$ cat src/rtl/scgn_pkg.sv
// Purpose: shared constants and types of the system control bank
// Assumes: 32-bit APB data, one aligned word per register
// Notes: offsets are byte addresses within the bank
package scgn_pkg;

  localparam int ADDR_W = 12;
  localparam int DATA_W = 32;
  localparam int NOISE_W = 2;
  localparam int TRANS_W = 3;
  localparam int SEL_W = 3;
  localparam int IDX_W = 5;
  localparam int STRB_W = 4;

  localparam logic [ADDR_W-1:0] OFF_CLK_GATE = 12'h000;
  localparam logic [ADDR_W-1:0] OFF_NOISE_CTRL = 12'h028;
  localparam logic [ADDR_W-1:0] OFF_NOISE_STAT = 12'h02c;
  localparam logic [ADDR_W-1:0] OFF_TRANSIENT = 12'h030;
  localparam logic [ADDR_W-1:0] OFF_NOISE_CLR = 12'h034;

  // writable bits of the clock gating word; the rest read zero
  localparam logic [DATA_W-1:0] CLK_GATE_MASK = 32'h71f3_3fe7;
  // watchdog and port io clocks run out of reset
  localparam logic [DATA_W-1:0] CLK_GATE_RESET = 32'h0100_0001;
  localparam logic [DATA_W-1:0] NOISE_MASK = 32'h0000_0003;
  localparam logic [DATA_W-1:0] TRANS_MASK = 32'h0000_0007;
  localparam logic [NOISE_W-1:0] NOISE_EN_RESET = 2'h0;
  localparam logic [NOISE_W-1:0] NOISE_FLAG_RESET = 2'h0;

  localparam int CLK_OUT_SRC_LSB = 28;
  localparam int CLK_OUT_SRC_MSB = 30;
  localparam int WATCHDOG_GATE_BIT = 24;
  localparam int PORT_IO_GATE_BIT = 0;
  localparam int MAIN_NOISE_BIT = 1;
  localparam int CORE_NOISE_BIT = 0;

  typedef enum logic [TRANS_W-1:0] {
    TI_NONE = 3'h0,
    TI_LOW = 3'h2,
    TI_MEDIUM = 3'h3,
    TI_STRONG = 3'h4
  } scgn_transient_t;

  typedef enum logic [SEL_W-1:0] {
    CO_DISABLED = 3'h0,
    CO_SLOW_OSC = 3'h1,
    CO_SLOW_XTAL = 3'h2,
    CO_BUS_CLOCK = 3'h4,
    CO_FAST_OSC = 3'h5,
    CO_FAST_XTAL = 3'h6
  } scgn_clk_out_src_t;

  typedef enum logic [1:0] {
    ST_IDLE = 2'b01,
    ST_ANSWER = 2'b10
  } scgn_apb_state_t;

endpackage : scgn_pkg

$ cat src/rtl/scgn_sysctl.sv
// Purpose: clock gating, clock output and supply noise register bank
// Assumes: APB slave, zero wait states after setup, pins sync to pclk
// Notes: clock output resamples its source on pclk, so sources near
// or above half the bus rate come out aliased
//
// The APB interface to the registers was decided locally.
`timescale 1ns/100ps

module scgn_sysctl #(
  parameter int GATE_W = scgn_pkg::DATA_W
) (
  input wire logic pclk,
  input wire logic presetn,
  input wire logic psel,
  input wire logic penable,
  input wire logic pwrite,
  input wire logic [scgn_pkg::ADDR_W-1:0] paddr,
  input wire logic [scgn_pkg::DATA_W-1:0] pwdata,
  input wire logic [scgn_pkg::STRB_W-1:0] pstrb,
  output logic [scgn_pkg::DATA_W-1:0] prdata,
  output logic pready,
  output logic pslverr,
  input wire logic main_supply_noise_det,
  input wire logic core_supply_noise_det,
  output logic supply_noise_interrupt,
  output logic [scgn_pkg::TRANS_W-1:0] transient_immunity_level,
  output logic [GATE_W-1:0] periph_clock_gate,
  input wire logic internal_slow_oscillator,
  input wire logic external_slow_crystal,
  input wire logic internal_fast_oscillator,
  input wire logic external_fast_crystal,
  output logic clock_out_pin,
  output logic clock_out_pin_oe,
  output logic clock_out_pin_takeover,
  input wire logic [scgn_pkg::IDX_W-1:0] periph_rd_index,
  input wire logic [scgn_pkg::DATA_W-1:0] periph_rdata_raw,
  output logic [scgn_pkg::DATA_W-1:0] periph_rdata
);

  typedef struct packed {
    scgn_pkg::scgn_apb_state_t st;
    logic [scgn_pkg::DATA_W-1:0] rdata;
    logic ready;
    logic slverr;
    logic [GATE_W-1:0] gate;
    logic [scgn_pkg::NOISE_W-1:0] noise_en;
    logic [scgn_pkg::TRANS_W-1:0] transient;
    logic irq;
    logic bus_div;
    logic clk_out;
    logic clk_oe;
    logic takeover;
    logic [scgn_pkg::DATA_W-1:0] periph_rdata;
  } scgn_state_t;

  localparam scgn_state_t RESET_STATE = '{
    st: scgn_pkg::ST_IDLE,
    rdata: '0,
    ready: 1'b0,
    slverr: 1'b0,
    gate: scgn_pkg::CLK_GATE_RESET[GATE_W-1:0],
    noise_en: scgn_pkg::NOISE_EN_RESET,
    transient: scgn_pkg::TI_NONE,
    irq: 1'b0,
    bus_div: 1'b0,
    clk_out: 1'b0,
    clk_oe: 1'b0,
    takeover: 1'b0,
    periph_rdata: '0
  };

  scgn_state_t state_ff;
  scgn_state_t nxt_state;

  logic [scgn_pkg::NOISE_W-1:0] noise_flags;
  logic [scgn_pkg::NOISE_W-1:0] noise_set;
  logic [scgn_pkg::NOISE_W-1:0] noise_clr;
  logic wr_access;
  logic setup_phase;
  logic [scgn_pkg::SEL_W-1:0] clk_out_sel;
  logic [scgn_pkg::DATA_W-1:0] noise_en_wide;
  logic [scgn_pkg::DATA_W-1:0] transient_wide;

  // byte-lane merge restricted to the implemented bits of a register
  function automatic logic [scgn_pkg::DATA_W-1:0] merge_lanes(
    input logic [scgn_pkg::DATA_W-1:0] old_val,
    input logic [scgn_pkg::DATA_W-1:0] new_val,
    input logic [scgn_pkg::STRB_W-1:0] strb,
    input logic [scgn_pkg::DATA_W-1:0] mask
  );
    logic [scgn_pkg::DATA_W-1:0] lane_mask;
    lane_mask = {{8{strb[3]}}, {8{strb[2]}}, {8{strb[1]}}, {8{strb[0]}}};
    lane_mask = lane_mask & mask;
    return ((old_val & ~lane_mask) | (new_val & lane_mask)) & mask;
  endfunction : merge_lanes

  function automatic logic is_mapped(input logic [scgn_pkg::ADDR_W-1:0] a);
    return (a == scgn_pkg::OFF_CLK_GATE) ||
           (a == scgn_pkg::OFF_NOISE_CTRL) ||
           (a == scgn_pkg::OFF_NOISE_STAT) ||
           (a == scgn_pkg::OFF_TRANSIENT) ||
           (a == scgn_pkg::OFF_NOISE_CLR);
  endfunction : is_mapped

  assign setup_phase = psel && !penable && (state_ff.st == scgn_pkg::ST_IDLE);
  assign wr_access = psel && penable && pwrite && state_ff.ready &&
                     is_mapped(paddr);
  assign clk_out_sel =
    state_ff.gate[scgn_pkg::CLK_OUT_SRC_MSB:scgn_pkg::CLK_OUT_SRC_LSB];
  // writes merge at full width, then only the implemented bits are kept
  assign noise_en_wide = merge_lanes(
    {{(scgn_pkg::DATA_W-scgn_pkg::NOISE_W){1'b0}}, state_ff.noise_en},
    pwdata, pstrb, scgn_pkg::NOISE_MASK);
  assign transient_wide = merge_lanes(
    {{(scgn_pkg::DATA_W-scgn_pkg::TRANS_W){1'b0}}, state_ff.transient},
    pwdata, pstrb, scgn_pkg::TRANS_MASK);

  assign noise_set[scgn_pkg::MAIN_NOISE_BIT] = main_supply_noise_det;
  assign noise_set[scgn_pkg::CORE_NOISE_BIT] = core_supply_noise_det;

  // status accepts write-one-to-clear, the clear word does the same
  always_comb begin
    noise_clr = '0;
    if (wr_access && pstrb[0]) begin
      if (paddr == scgn_pkg::OFF_NOISE_STAT) begin
        noise_clr = pwdata[scgn_pkg::NOISE_W-1:0];
      end else if (paddr == scgn_pkg::OFF_NOISE_CLR) begin
        noise_clr = pwdata[scgn_pkg::NOISE_W-1:0];
      end
    end
  end

  scgn_sticky_flags #(
    .N(scgn_pkg::NOISE_W)
  ) u_noise_flags (
    .pclk(pclk),
    .presetn(presetn),
    .set_evt(noise_set),
    .clr_req(noise_clr),
    .flags(noise_flags)
  );

  always_comb begin
    nxt_state = state_ff;
    nxt_state.bus_div = ~state_ff.bus_div;

    case (state_ff.st)
      scgn_pkg::ST_IDLE: begin
        nxt_state.ready = 1'b0;
        nxt_state.slverr = 1'b0;
        if (setup_phase) begin
          nxt_state.st = scgn_pkg::ST_ANSWER;
          nxt_state.ready = 1'b1;
          nxt_state.rdata = '0;
          if (paddr == scgn_pkg::OFF_CLK_GATE) begin
            nxt_state.rdata[GATE_W-1:0] = state_ff.gate;
          end else if (paddr == scgn_pkg::OFF_NOISE_CTRL) begin
            nxt_state.rdata[scgn_pkg::NOISE_W-1:0] = state_ff.noise_en;
          end else if (paddr == scgn_pkg::OFF_NOISE_STAT) begin
            nxt_state.rdata[scgn_pkg::NOISE_W-1:0] = noise_flags;
          end else if (paddr == scgn_pkg::OFF_TRANSIENT) begin
            nxt_state.rdata[scgn_pkg::TRANS_W-1:0] = state_ff.transient;
          end else if (paddr == scgn_pkg::OFF_NOISE_CLR) begin
            nxt_state.rdata = '0;
          end else begin
            nxt_state.slverr = 1'b1;
          end
        end
      end
      scgn_pkg::ST_ANSWER: begin
        // access phase is always taken here, so the answer lasts one cycle
        nxt_state.st = scgn_pkg::ST_IDLE;
        nxt_state.ready = 1'b0;
        nxt_state.slverr = 1'b0;
        nxt_state.rdata = '0;
      end
      default: begin
        nxt_state.st = scgn_pkg::ST_IDLE;
        nxt_state.ready = 1'b0;
        nxt_state.slverr = 1'b0;
      end
    endcase

    if (wr_access) begin
      if (paddr == scgn_pkg::OFF_CLK_GATE) begin
        nxt_state.gate = merge_lanes(state_ff.gate, pwdata, pstrb,
                                     scgn_pkg::CLK_GATE_MASK);
      end else if (paddr == scgn_pkg::OFF_NOISE_CTRL) begin
        nxt_state.noise_en = noise_en_wide[scgn_pkg::NOISE_W-1:0];
      end else if (paddr == scgn_pkg::OFF_TRANSIENT) begin
        // unlisted codes are stored as written; the analog side decides
        nxt_state.transient = transient_wide[scgn_pkg::TRANS_W-1:0];
      end
    end

    // interrupt follows the enabled flags one cycle later
    nxt_state.irq = |(noise_flags & state_ff.noise_en);

    // hardware takes the pin from port io whenever a source is chosen
    nxt_state.takeover = (clk_out_sel != scgn_pkg::CO_DISABLED);
    nxt_state.clk_oe = (clk_out_sel != scgn_pkg::CO_DISABLED);
    case (clk_out_sel)
      scgn_pkg::CO_SLOW_OSC: nxt_state.clk_out = internal_slow_oscillator;
      scgn_pkg::CO_SLOW_XTAL: nxt_state.clk_out = external_slow_crystal;
      // a flop cannot pass pclk itself, so the bus clock leaves halved
      scgn_pkg::CO_BUS_CLOCK: nxt_state.clk_out = state_ff.bus_div;
      scgn_pkg::CO_FAST_OSC: nxt_state.clk_out = internal_fast_oscillator;
      scgn_pkg::CO_FAST_XTAL: nxt_state.clk_out = external_fast_crystal;
      default: nxt_state.clk_out = 1'b0;
    endcase

    // peripheral read data is forced to zero while its clock is off
    if (state_ff.gate[periph_rd_index]) begin
      nxt_state.periph_rdata = periph_rdata_raw;
    end else begin
      nxt_state.periph_rdata = '0;
    end
  end

  always_ff @(posedge pclk or negedge presetn) begin
    if (!presetn) begin
      state_ff <= RESET_STATE;
    end else begin
      state_ff <= nxt_state;
    end
  end

  assign prdata = state_ff.rdata;
  assign pready = state_ff.ready;
  assign pslverr = state_ff.slverr;
  assign supply_noise_interrupt = state_ff.irq;
  assign transient_immunity_level = state_ff.transient;
  assign periph_clock_gate = state_ff.gate;
  assign clock_out_pin = state_ff.clk_out;
  assign clock_out_pin_oe = state_ff.clk_oe;
  assign clock_out_pin_takeover = state_ff.takeover;
  assign periph_rdata = state_ff.periph_rdata;
endmodule : scgn_sysctl

$ cat src/rtl/scgn_sticky_flags.sv
// Purpose: bank of sticky event flags with clear requests
// Assumes: set and clear are synchronous to pclk
// Notes: a set in the cycle of its clear keeps the flag high
`timescale 1ns/100ps
module scgn_sticky_flags #(
  parameter int N = 2
) (
  input wire logic pclk,
  input wire logic presetn,
  input wire logic [N-1:0] set_evt,
  input wire logic [N-1:0] clr_req,
  output logic [N-1:0] flags
);

  typedef struct packed {
    logic [N-1:0] flags;
  } scgn_flag_state_t;

  scgn_flag_state_t state_ff;
  scgn_flag_state_t nxt_state;

  always_comb begin
    nxt_state = state_ff;
    // set wins over clear so no event is lost
    nxt_state.flags = (state_ff.flags & ~clr_req) | set_evt;
  end

  always_ff @(posedge pclk or negedge presetn) begin
    if (!presetn) begin
      state_ff <= '0;
    end else begin
      state_ff <= nxt_state;
    end
  end

  assign flags = state_ff.flags;
endmodule : scgn_sticky_flags

$ cat config.mk
export PLATFORM = sky130hd
export DESIGN_NAME = scgn_sysctl
export DESIGN_NICKNAME = d
export VERILOG_FILES = /design/src/rtl/scgn_pkg.sv /design/src/rtl/scgn_sysctl.sv /design/src/rtl/scgn_sticky_flags.sv
export SDC_FILE = /design/constraint.sdc
export NUM_CORES = 1
export LEC_CHECK = 0
export ABC_CLOCK_PERIOD_IN_PS = 2200
export BUFFER_PORTS_ARGS = -buffer_cell sky130_fd_sc_hd__buf_2
export CAP_MARGIN = 20
export CELL_PAD_IN_SITES_DETAIL_PLACEMENT = 0
export CELL_PAD_IN_SITES_GLOBAL_PLACEMENT = 2
export CORE_MARGIN = 4
export CORE_UTILIZATION = 29
export CTS_CLUSTER_SIZE = 8
export DETAILED_ROUTE_END_ITERATION = 12
export PLACE_DENSITY_LB_ADDON = 0.1
export SYNTH_ARGS = -nofsm -noshare
export SYNTH_HDL_FRONTEND = slang
export SYNTH_SLANG_ARGS = --single-unit
$ cat constraint.sdc
create_clock -name pclk -period 2.2 [get_ports pclk]
set_input_delay 0.22 -clock pclk [delete_from_list [all_inputs] [get_ports pclk]]
set_output_delay 0.22 -clock pclk [all_outputs]
set_load 0.005 [all_outputs]
==> flow_metrics.tcl, run 1 <==
set metrics [dict create \
    outcome "completed" \
    place_congestion 0.760 \
    critical_path_required_ns 2.43 \
    clkPwrFrac_pct 43.5 \
    leakage_nw 2.99 \
    hpwl_mm 9.37 \
    worstHoldStart "core_supply_noise_det" \
    worstSetupStartpointType "flop" \
    die_area_um2 18400 \
    cts_tree "done" \
    ir_drop_uv 435 \
    syn_inst 424 \
    grt.busiest_layer "met2" \
    drive_gt1_share_pct 46.2 \
    dieWidth_um 136 \
    drt_iter0_drc 121 \
    holdWs_ns 0.0596 \
    die_height_um 136 \
    synth_ff_type "dfrtp_1" \
    max_stage_delay_ns 0.57 \
    use_met1_pct 18.0 \
    synth-edff-count 0 \
    drc 0 \
    cp_max_fo 12 \
    rsz0062_at_grt "false" \
    antenna_cells 0 \
    yosysUniqueCellTypes 52 \
    grt_use_met3_pct 3.53 \
    synth_top_area_cell "dfrtp_1" \
    vias_per_cell 4.50 \
    grt_max_degree 45 \
    htree_levels 3 \
    async_reset_ff_share_pct 100 \
    grt_use_total_pct 13.8 \
    wirelength_mm 12.5 \
    crit_chain "inv_1 > or4b_1 > inv_2 > a21oi_2 > buf_4 > a22o_1" \
    met2_usage_pct 21.9 \
    clk_latency_ns 0.34 \
    ys_warn_count 0 \
    cts.clk_slew.worst_paths_ns 0.07 \
    syn_area_um2 4720 \
    swShare_pct 22.9 \
    p_seq_share_pct 47.3 \
    numCtsBuffers 9 \
    cts_resized 0 \
    intPower_mw 2.81 \
    start_util_pct 29.7 \
    ys_top_cells_by_count "buf_4 (101), dfrtp_1 (88), inv_1 (39)" \
    setup_viol 0 \
    syn_avg_cell_area_um2 11.1 \
    fin_util_pct 34.5 \
    r2r_start "state_ff[108]" \
    nets 613 \
    period_share_pct 89.9 \
    maxCapViolations 0 \
    final_hold_viol_count 0 \
    max-clock-path-buffers 2 \
    fin_setup_tns_ns 0 \
    syn2layout_area_growth_pct 16.2 \
    core_um2 15900 \
    p_comb_share_pct 9.2 \
    num_rows 46 \
    root_buffer "clkbuf_16" \
    slew_viol_final 0 \
    wl_per_cell_um 17.0 \
    antenna_found_initial 0 \
    slew-limit-headroom_pct 59.3 \
    fin_crit_ns 1.98 \
    grt_pass1_wl_mm 19.2 \
    crit_start "state_ff[108]" \
    drt_pass1_iterations 6 \
    synth_top_area_share_pct 46.7 \
    fmax_mhz 506 \
    grt_pass1_vias 3354 \
    synth-seq-area-share_pct 48.4 \
    portBuffers 170 \
    dr_total_vias 3310 \
    synth_area_leaders "dfrtp_1 (47%), buf_4 (16%), mux2_2 (6.2%)" \
    path_class "reg2reg" \
    cts_sinks 91 \
    io-pin-count 201 \
    crit_slowest_cell "or4b_1" \
    tightestPinTransition_ns 0.610 \
    synth_most_common_cell "buf_4" \
    grt_remaining_overflow 0 \
    endpoint_kind "flop" \
    ant_nets 0 \
    power.density_nw_per_um2 665 \
    cp.arrival_ns 2.21 \
    min_path_type "in2reg" \
    synth-seq-cells 91 \
    fin_skew_ns 0.00884 \
    p_switching_mw 0.835 \
]
## sequential cells by signal (all words and copies together), names as in the netlist
register and flops:
transient_immunity_level 3, pready 1, prdata 22, supply_noise_interrupt 1, clock_out_pin 1, periph_rdata 32, state_ff 5, pslverr 1
u_noise_flags.flags 2, clock_out_pin_takeover 1, periph_clock_gate 22
## final cells by class
class                      count  area [um^2]
clock buffer                  12          267
clock inverter                 2         35.0
fill                        1648        10400
inverter                      40          150
multi-input combinational    191         1510
sequential                    91         2280
tap                          216          270
timing repair buffer         184          973
## kinds of logic (layout without fill, tap and decap cells)
group / after synthesis / after routing / synth area share, %
AO/OA/AOI/OAI: 79 / 79 / 14.0
multiplexers: 34 / 34 / 8.20
flip-flops: 91 / 91 / 48.4
buffers and inverters: 161 / 238 / 21.6
AND/OR/NAND/NOR: 57 / 57 / 7.59
XOR/XNOR: 1 / 1 / 0.186
other: 1 / 20 / 0.0795
## metrics by stage
step | cells | worst slack [ns] | cell area (um^2) | total power [mW]
after floorplan | 443 | 0.381 | 4790 | 1.97
after global placement | 721 | 0.186 | 5170 | 2.09
after detailed placement | 721 | 0.163 | 5170 | 2.10
after CTS | 736 | 0.209 | 5480 | 3.72
after global routing | 736 | 0.127 | 5480 | 3.81
final | 736 | 0.222 | 5480 | 3.64
## worst paths after layout
check / to / slack, ns / cells after the start
max: prdata[29] / 0.22 / 6
min: u_noise_flags.flags[0] / 0.06 / 2
max reg2reg: prdata[29] / 0.22 / 6
min reg2reg: state_ff[35] / 0.44 / 1
max in group asynchronous: state_ff[35] / 1.04 / 3
min in group asynchronous: transient_immunity_level[1] / 0.42 / 2
## repair_timing
item	4_1_cts	5_1_grt
hold buffers	1	0
hold endpoints to repair	38	0
buffers inserted	0	0
## layout by cell type (no fill, tap or decap), types with 3 or more instances in the layout
cell type | synthesis | routed
buf_4 | 101 | 13
nand2b_1 | 7 | 7
nor3_1 | 3 | 3
buf_2 | 9 | 169
conb_1 | 1 | 20
nand4_1 | 3 | 3
mux2i_1 | 6 | 6
nand3_1 | 3 | 3
clkbuf_8 | 0 | 3
nand2_1 | 11 | 11
a311oi_1 | 32 | 32
a22o_1 | 20 | 20
a21oi_1 | 7 | 6
dfstp_2 | 3 | 3
nor2_1 | 10 | 10
inv_1 | 39 | 39
a31oi_1 | 3 | 3
dfrtp_1 | 88 | 88
clkbuf_16 | 0 | 9
mux2_2 | 26 | 26
## critical path, delay by kind of cell (launching register included)
kind	cells	cell delay (ns)
simple gates	1	0.57
flops	1	0.51
buf+inv	3	0.42
compound gates	2	0.35
## power groups by stage
| stage | Sequential (mW) | Clock [mW] | Combinational (mW) |
|---|---|---|---|
| final | 1.72 | 1.59 | 0.336 |
| after global routing | 1.73 | 1.71 | 0.382 |
| after CTS | 1.72 | 1.66 | 0.345 |
| after detailed placement | 1.75 | 0 | 0.343 |
| after global placement | 1.75 | 0 | 0.340 |
| after floorplan | 1.75 | 0 | 0.214 |
## metal layers
metal  vias to the layer above  part of all wire [%]
li1                       1556                     -
met2                       114                    48
met4                         0                   1.6
met5                         -                     0
met1                      1628                    44
met3                        12                   7.0
Power figures use the tool's default switching activity.
==> inputs of run 2 (changes only) <==
--- a/config.mk
+++ b/config.mk
@@ -15,6 +15,7 @@
 export CTS_CLUSTER_SIZE = 8
 export DETAILED_ROUTE_END_ITERATION = 12
 export PLACE_DENSITY_LB_ADDON = 0.1
+export RECOVER_POWER = 100
 export SYNTH_ARGS = -nofsm -noshare
 export SYNTH_HDL_FRONTEND = slang
 export SYNTH_SLANG_ARGS = --single-unit
==> flow_metrics.tcl, run 2 (synthesis gave the netlist of run 1 again) <==
set metrics [dict create \
    most-common-layout-cells "buf_2 (119), dfrtp_1 (88), clkbuf_1 (51)" \
    portBuffers 170 \
    ant_nets 0 \
    hpwl_mm 9.37 \
    rsz0062_at_grt "false" \
    crit_path_end "prdata[29]" \
    r2r_start "state_ff[108]" \
    tightestPinTransition_ns 1.16 \
    antenna_found_initial 0 \
    core_um2 15900 \
    cts_tree "done" \
    dieWidth_um 136 \
    clk_latency_ns 0.34 \
    power.density_nw_per_um2 678 \
    largest_reg_flops 32 \
    cp.arrival_ns 2.21 \
    cp_max_fo 12 \
    grt_remaining_overflow 0 \
    syn2layout_area_growth_pct 13.7 \
    dr_total_vias 3312 \
    grt_pass1_wl_mm 19.2 \
    reg2reg_slack_ns 0.22 \
    crit_chain "inv_1 > or4b_1 > inv_2 > a21oi_2 > buf_4 > a22o_1" \
    grt_use_total_pct 13.8 \
    num_rows 46 \
    numCtsBuffers 9 \
    grt_pass1_vias 3354 \
    dp_slack_ns 0.163 \
    fin_cells 736 \
    cts_sinks 91 \
    fmax_mhz 505 \
    setup_ws_ns 0.219 \
    worstSetupStartpointType "flop" \
    antenna_cells 0 \
    drt_pass1_iterations 6 \
    min_path_type "in2reg" \
    period_share_pct 90.0 \
    slew_viol_final 0 \
    setup_viol 0 \
    maxCapViolations 0 \
    ir_drop_uv 432 \
    nets 613 \
    die_area_um2 18400 \
    max_stage_delay_ns 0.57 \
    leakage_nw 2.74 \
    drc 0 \
    cts_resized 0 \
    start_util_pct 29.7 \
    fin_crit_ns 1.98 \
    die_height_um 136 \
    n_fill_cell 1685 \
    wirelength_mm 12.5 \
    crit_start "state_ff[108]" \
    htree_levels 3 \
    io-pin-count 201 \
    dp_cells 721 \
    max-clock-path-buffers 2 \
    cts.clk_slew.worst_paths_ns 0.07 \
    fin_util_pct 33.8 \
    slew-limit-headroom_pct 22.4 \
    fin_setup_tns_ns 0 \
    drive_gt1_share_pct 35.2 \
    vias_per_cell 4.50 \
    crit_slowest_cell "or4b_1" \
    place_congestion 0.760 \
    final_common_cell "buf_2" \
    wl_per_cell_um 17.0 \
    fin_skew_ns 0.00845 \
    path_class "reg2reg" \
    root_buffer "clkbuf_16" \
    grt_max_degree 45 \
    outcome "completed" \
    r2r-end "prdata[29]" \
    drt_iter0_drc 119 \
    critical_path_required_ns 2.43 \
    endpoint_kind "flop" \
    r2r_cells 6 \
    final_hold_viol_count 0 \
]
run 2: per-stage QoR:
step           instance area [um^2]  hold slack (ns)  total power [mW]
3_3_place_gp                   5170            0.275              2.09
4_1_cts                        5480           0.0423              3.72
3_5_place_dp                   5170            0.276              2.10
6_report                       5360           0.0596              3.64
2_1_floorplan                  4790          -0.0756              1.97
5_1_grt                        5360           0.0580              3.80
run 2: worst min-delay path by stage:
stage | slack [ns] | startpoint | end | cells after the start
floorplan | -0.08 | presetn | clock_out_pin | 0
global placement | 0.27 | presetn | u_noise_flags.flags[1] | 1
detailed placement | 0.28 | presetn | u_noise_flags.flags[1] | 1
CTS | 0.04 | core_supply_noise_det | u_noise_flags.flags[0] | 2
global route | 0.06 | core_supply_noise_det | u_noise_flags.flags[0] | 2
finish | 0.06 | core_supply_noise_det | u_noise_flags.flags[0] | 2
run 2: routing by layer:
layer / part of all wire (%) / up-vias / GRT usage (%)
met2: 48 / 118 / 21.9
met5: 0 / - / 0
met4: 1.6 / 0 / 5.38
met3: 7.0 / 12 / 3.53
li1: - / 1558 / -
met1: 44 / 1624 / 18.0
run 2: area by class of cell:
cell class / instances / area (um^2) / share of cell area (%)
inverter: 40 / 150 / 2.80
clock buffer: 12 / 267 / 4.97
multi-input combinational: 191 / 1460 / 27.2
sequential: 91 / 2280 / 42.5
clock inverter: 2 / 35.0 / 0.653
tap: 216 / 270 / 5.04
timing repair buffer: 184 / 900 / 16.8
run 2: power breakdown:
| part | switching [mW] | internal, mW | leakage (nW) |
|---|---|---|---|
| clock | 0.630 | 0.959 | 0.151 |
| sequential | 0.0107 | 1.71 | 1.22 |
| combinational | 0.195 | 0.129 | 1.37 |
run 2: timing repair:
item,in CTS,in global routing
endpoints found under the hold margin,38,0
setup buffers,0,0
hold buffers,1,0
setup endpoints to repair,0,0
run 2: worst max-delay path: cells and delay by family (launching register included):
family	cells	cell delay, ns
and+or+nand+nor	1	0.57
DFF	1	0.51
buffers and inverters	3	0.42
AOI/OAI and AO/OA	2	0.36
==> inputs of run 3 (changes only) <==
--- a/config.mk
+++ b/config.mk
@@ -5,13 +5,14 @@
 export SDC_FILE = /design/constraint.sdc
 export NUM_CORES = 1
 export LEC_CHECK = 0
+export ABC_AREA = 1
 export ABC_CLOCK_PERIOD_IN_PS = 2200
 export BUFFER_PORTS_ARGS = -buffer_cell sky130_fd_sc_hd__buf_2
 export CAP_MARGIN = 20
 export CELL_PAD_IN_SITES_DETAIL_PLACEMENT = 0
 export CELL_PAD_IN_SITES_GLOBAL_PLACEMENT = 2
 export CORE_MARGIN = 4
-export CORE_UTILIZATION = 29
+export CORE_UTILIZATION = 28
 export CTS_CLUSTER_SIZE = 8
 export DETAILED_ROUTE_END_ITERATION = 12
 export PLACE_DENSITY_LB_ADDON = 0.1
==> flow_metrics.tcl, run 3 <==
set metrics [dict create \
    ant_nets 0 \
    fmax_mhz 552 \
    syn_area_um2 4890 \
    reg2reg_slack_ns 0.39 \
    yosysUniqueCellTypes 35 \
    cp.arrival_ns 2.04 \
    post_cts_buffers 0 \
    fin_setup_tns_ns 0 \
    dpl-instance-area_um2 5310 \
    swShare_pct 25.2 \
    max-clock-path-buffers 2 \
    clk_latency_ns 0.34 \
    worstSetupStartpointType "flop" \
    fin_cells 858 \
    final_area_um2 5420 \
    fin_skew_ns 0.00670 \
    dieWidth_um 140 \
    worstHoldStart "main_supply_noise_det" \
    portBuffers 170 \
    wl_per_cell_um 15.4 \
    grt_use_total_pct 13.6 \
    synth-seq-area-share_pct 46.6 \
    intPower_mw 2.60 \
    htree_levels 3 \
    outcome "completed" \
    fin_crit_ns 1.81 \
    holdPathEnd "u_noise_flags.flags[1]" \
    root_buffer "clkbuf_16" \
    cts.clk_slew.worst_paths_ns 0.07 \
    ys_warn_count 0 \
    drt_iter0_drc 173 \
    syn_inst 538 \
    r2r-end "prdata[16]" \
    drive_gt1_share_pct 25.3 \
    ys_top_cells_by_count "buf_4 (101), nand2_1 (95), dfrtp_1 (88)" \
    nets 724 \
    cts_tree "done" \
    grt_remaining_overflow 0 \
    antenna_cells 0 \
    die_area_um2 19600 \
    final_common_cell "buf_2" \
    synth_ff_type "dfrtp_1" \
    io-pin-count 201 \
    ir_drop_uv 331 \
    slew_viol_final 0 \
    async_reset_ff_share_pct 100 \
    num_rows 48 \
    path_class "reg2reg" \
    dp_cells 841 \
    drc 0 \
    p_comb_share_pct 9.2 \
    wirelength_mm 13.3 \
    vias_per_cell 4.30 \
    rsz0062_at_grt "false" \
    synth_most_common_cell "buf_4" \
    grt_pass1_wl_mm 21.0 \
    maxCapViolations 0 \
    start_util_pct 28.5 \
    setup_viol 0 \
    cp_max_fo 22 \
    p_total_mw 3.48 \
    synth-seq-cells 91 \
    final_hold_viol_count 0 \
    critical_path_required_ns 2.43 \
    largest_reg_flops 32 \
    core_um2 17200 \
    endpoint_kind "flop" \
    period_share_pct 82.3 \
    synth_area_leaders "dfrtp_1 (45%), buf_4 (16%), nand2_1 (7.3%)" \
    synth-edff-count 0 \
    grt_pass1_vias 3753 \
    r2r_cells 6 \
    fin_util_pct 31.6 \
    syn_avg_cell_area_um2 9.09 \
    tightestPinTransition_ns 0.613 \
    slew-limit-headroom_pct 59.0 \
    most-common-layout-cells "buf_2 (112), nand2_1 (96), dfrtp_1 (88)" \
    synth_top_area_share_pct 45.0 \
    syn2layout_area_growth_pct 10.8 \
    min_path_type "in2reg" \
    numCtsBuffers 9 \
    min_delay_path_depth 3 \
    clkPwrFrac_pct 41.1 \
    p_seq_share_pct 49.7 \
    power.density_nw_per_um2 642 \
    drt_pass1_iterations 4 \
    hpwl_mm 10.0 \
    antenna_found_initial 0 \
    cts_sinks 91 \
    die_height_um 140 \
    dr_total_vias 3687 \
    leakage_nw 3.04 \
    cts_resized 0 \
    p_switching_mw 0.876 \
    grt_max_degree 44 \
    synth_top_area_cell "dfrtp_1" \
    place_congestion 0.724 \
    r2r_start "state_ff[108]" \
]
## run 3: cell type report
class	instances	area [um^2]
Clock buffer	10	229
Clock inverter	6	40.0
Fill cell	1951	11800
Inverter	60	228
Multi-Input combinational cell	288	1500
Sequential cell	91	2280
Tap cell	225	282
Timing Repair Buffer	178	865
## run 3: timing repair
action                                  CTS  global route
hold buffers                              1             0
endpoints found under the setup margin    0             0
endpoints found under the hold margin    26             0
## run 3: logic make-up (layout without fill, tap and decap cells)
group,after synthesis,count (layout),synth area share [%]
AND/OR/NAND/NOR,226,226,23.8
AO/OA/AOI/OAI,42,42,6.96
other,1,20,0.0767
flip-flops,91,91,46.6
buffers and inverters,178,254,22.5
## run 3: metal layers
layer,global-route usage [%],share of wire (%)
met5,0,0
met3,3.52,6.7
met2,21.5,47
met1,18.4,45
met4,4.28,1.4
## run 3: worst max-delay path, cell delays in order (launching register included)
cell and delay [ns]:
dfstp_2 0.53, nand3_1 0.14, inv_1 0.11, buf_4 0.17, a21oi_1 0.05, clkbuf_2 0.35
a32o_1 0.34
## run 3: worst max path at each step
stage                                 end                  start
floorplan                      prdata[20]          state_ff[108]
CTS                      periph_rdata[23]  periph_clock_gate[29]
finish                         prdata[16]          state_ff[108]
detailed placement  periph_clock_gate[13]               paddr[1]
global placement     periph_clock_gate[6]               paddr[7]
global route                   prdata[16]          state_ff[108]
## run 3: power by group through the flow
stage / Clock (mW) / Combinational [mW] / Sequential (mW)
finish: 1.43 / 0.321 / 1.73
CTS: 1.49 / 0.360 / 1.73
detailed placement: 0 / 0.358 / 1.76
global placement: 0 / 0.354 / 1.76
global route: 1.57 / 0.370 / 1.73
floorplan: 0 / 0.230 / 1.76
## run 3: per-stage QoR
step / setup WS [ns] / hold slack, ns
after CTS: 0.593 / 0.0552
final: 0.389 / 0.0716
after global placement: 0.496 / 0.161
after floorplan: 0.870 / -0.0756
after detailed placement: 0.486 / 0.164
after global routing: 0.251 / 0.0706
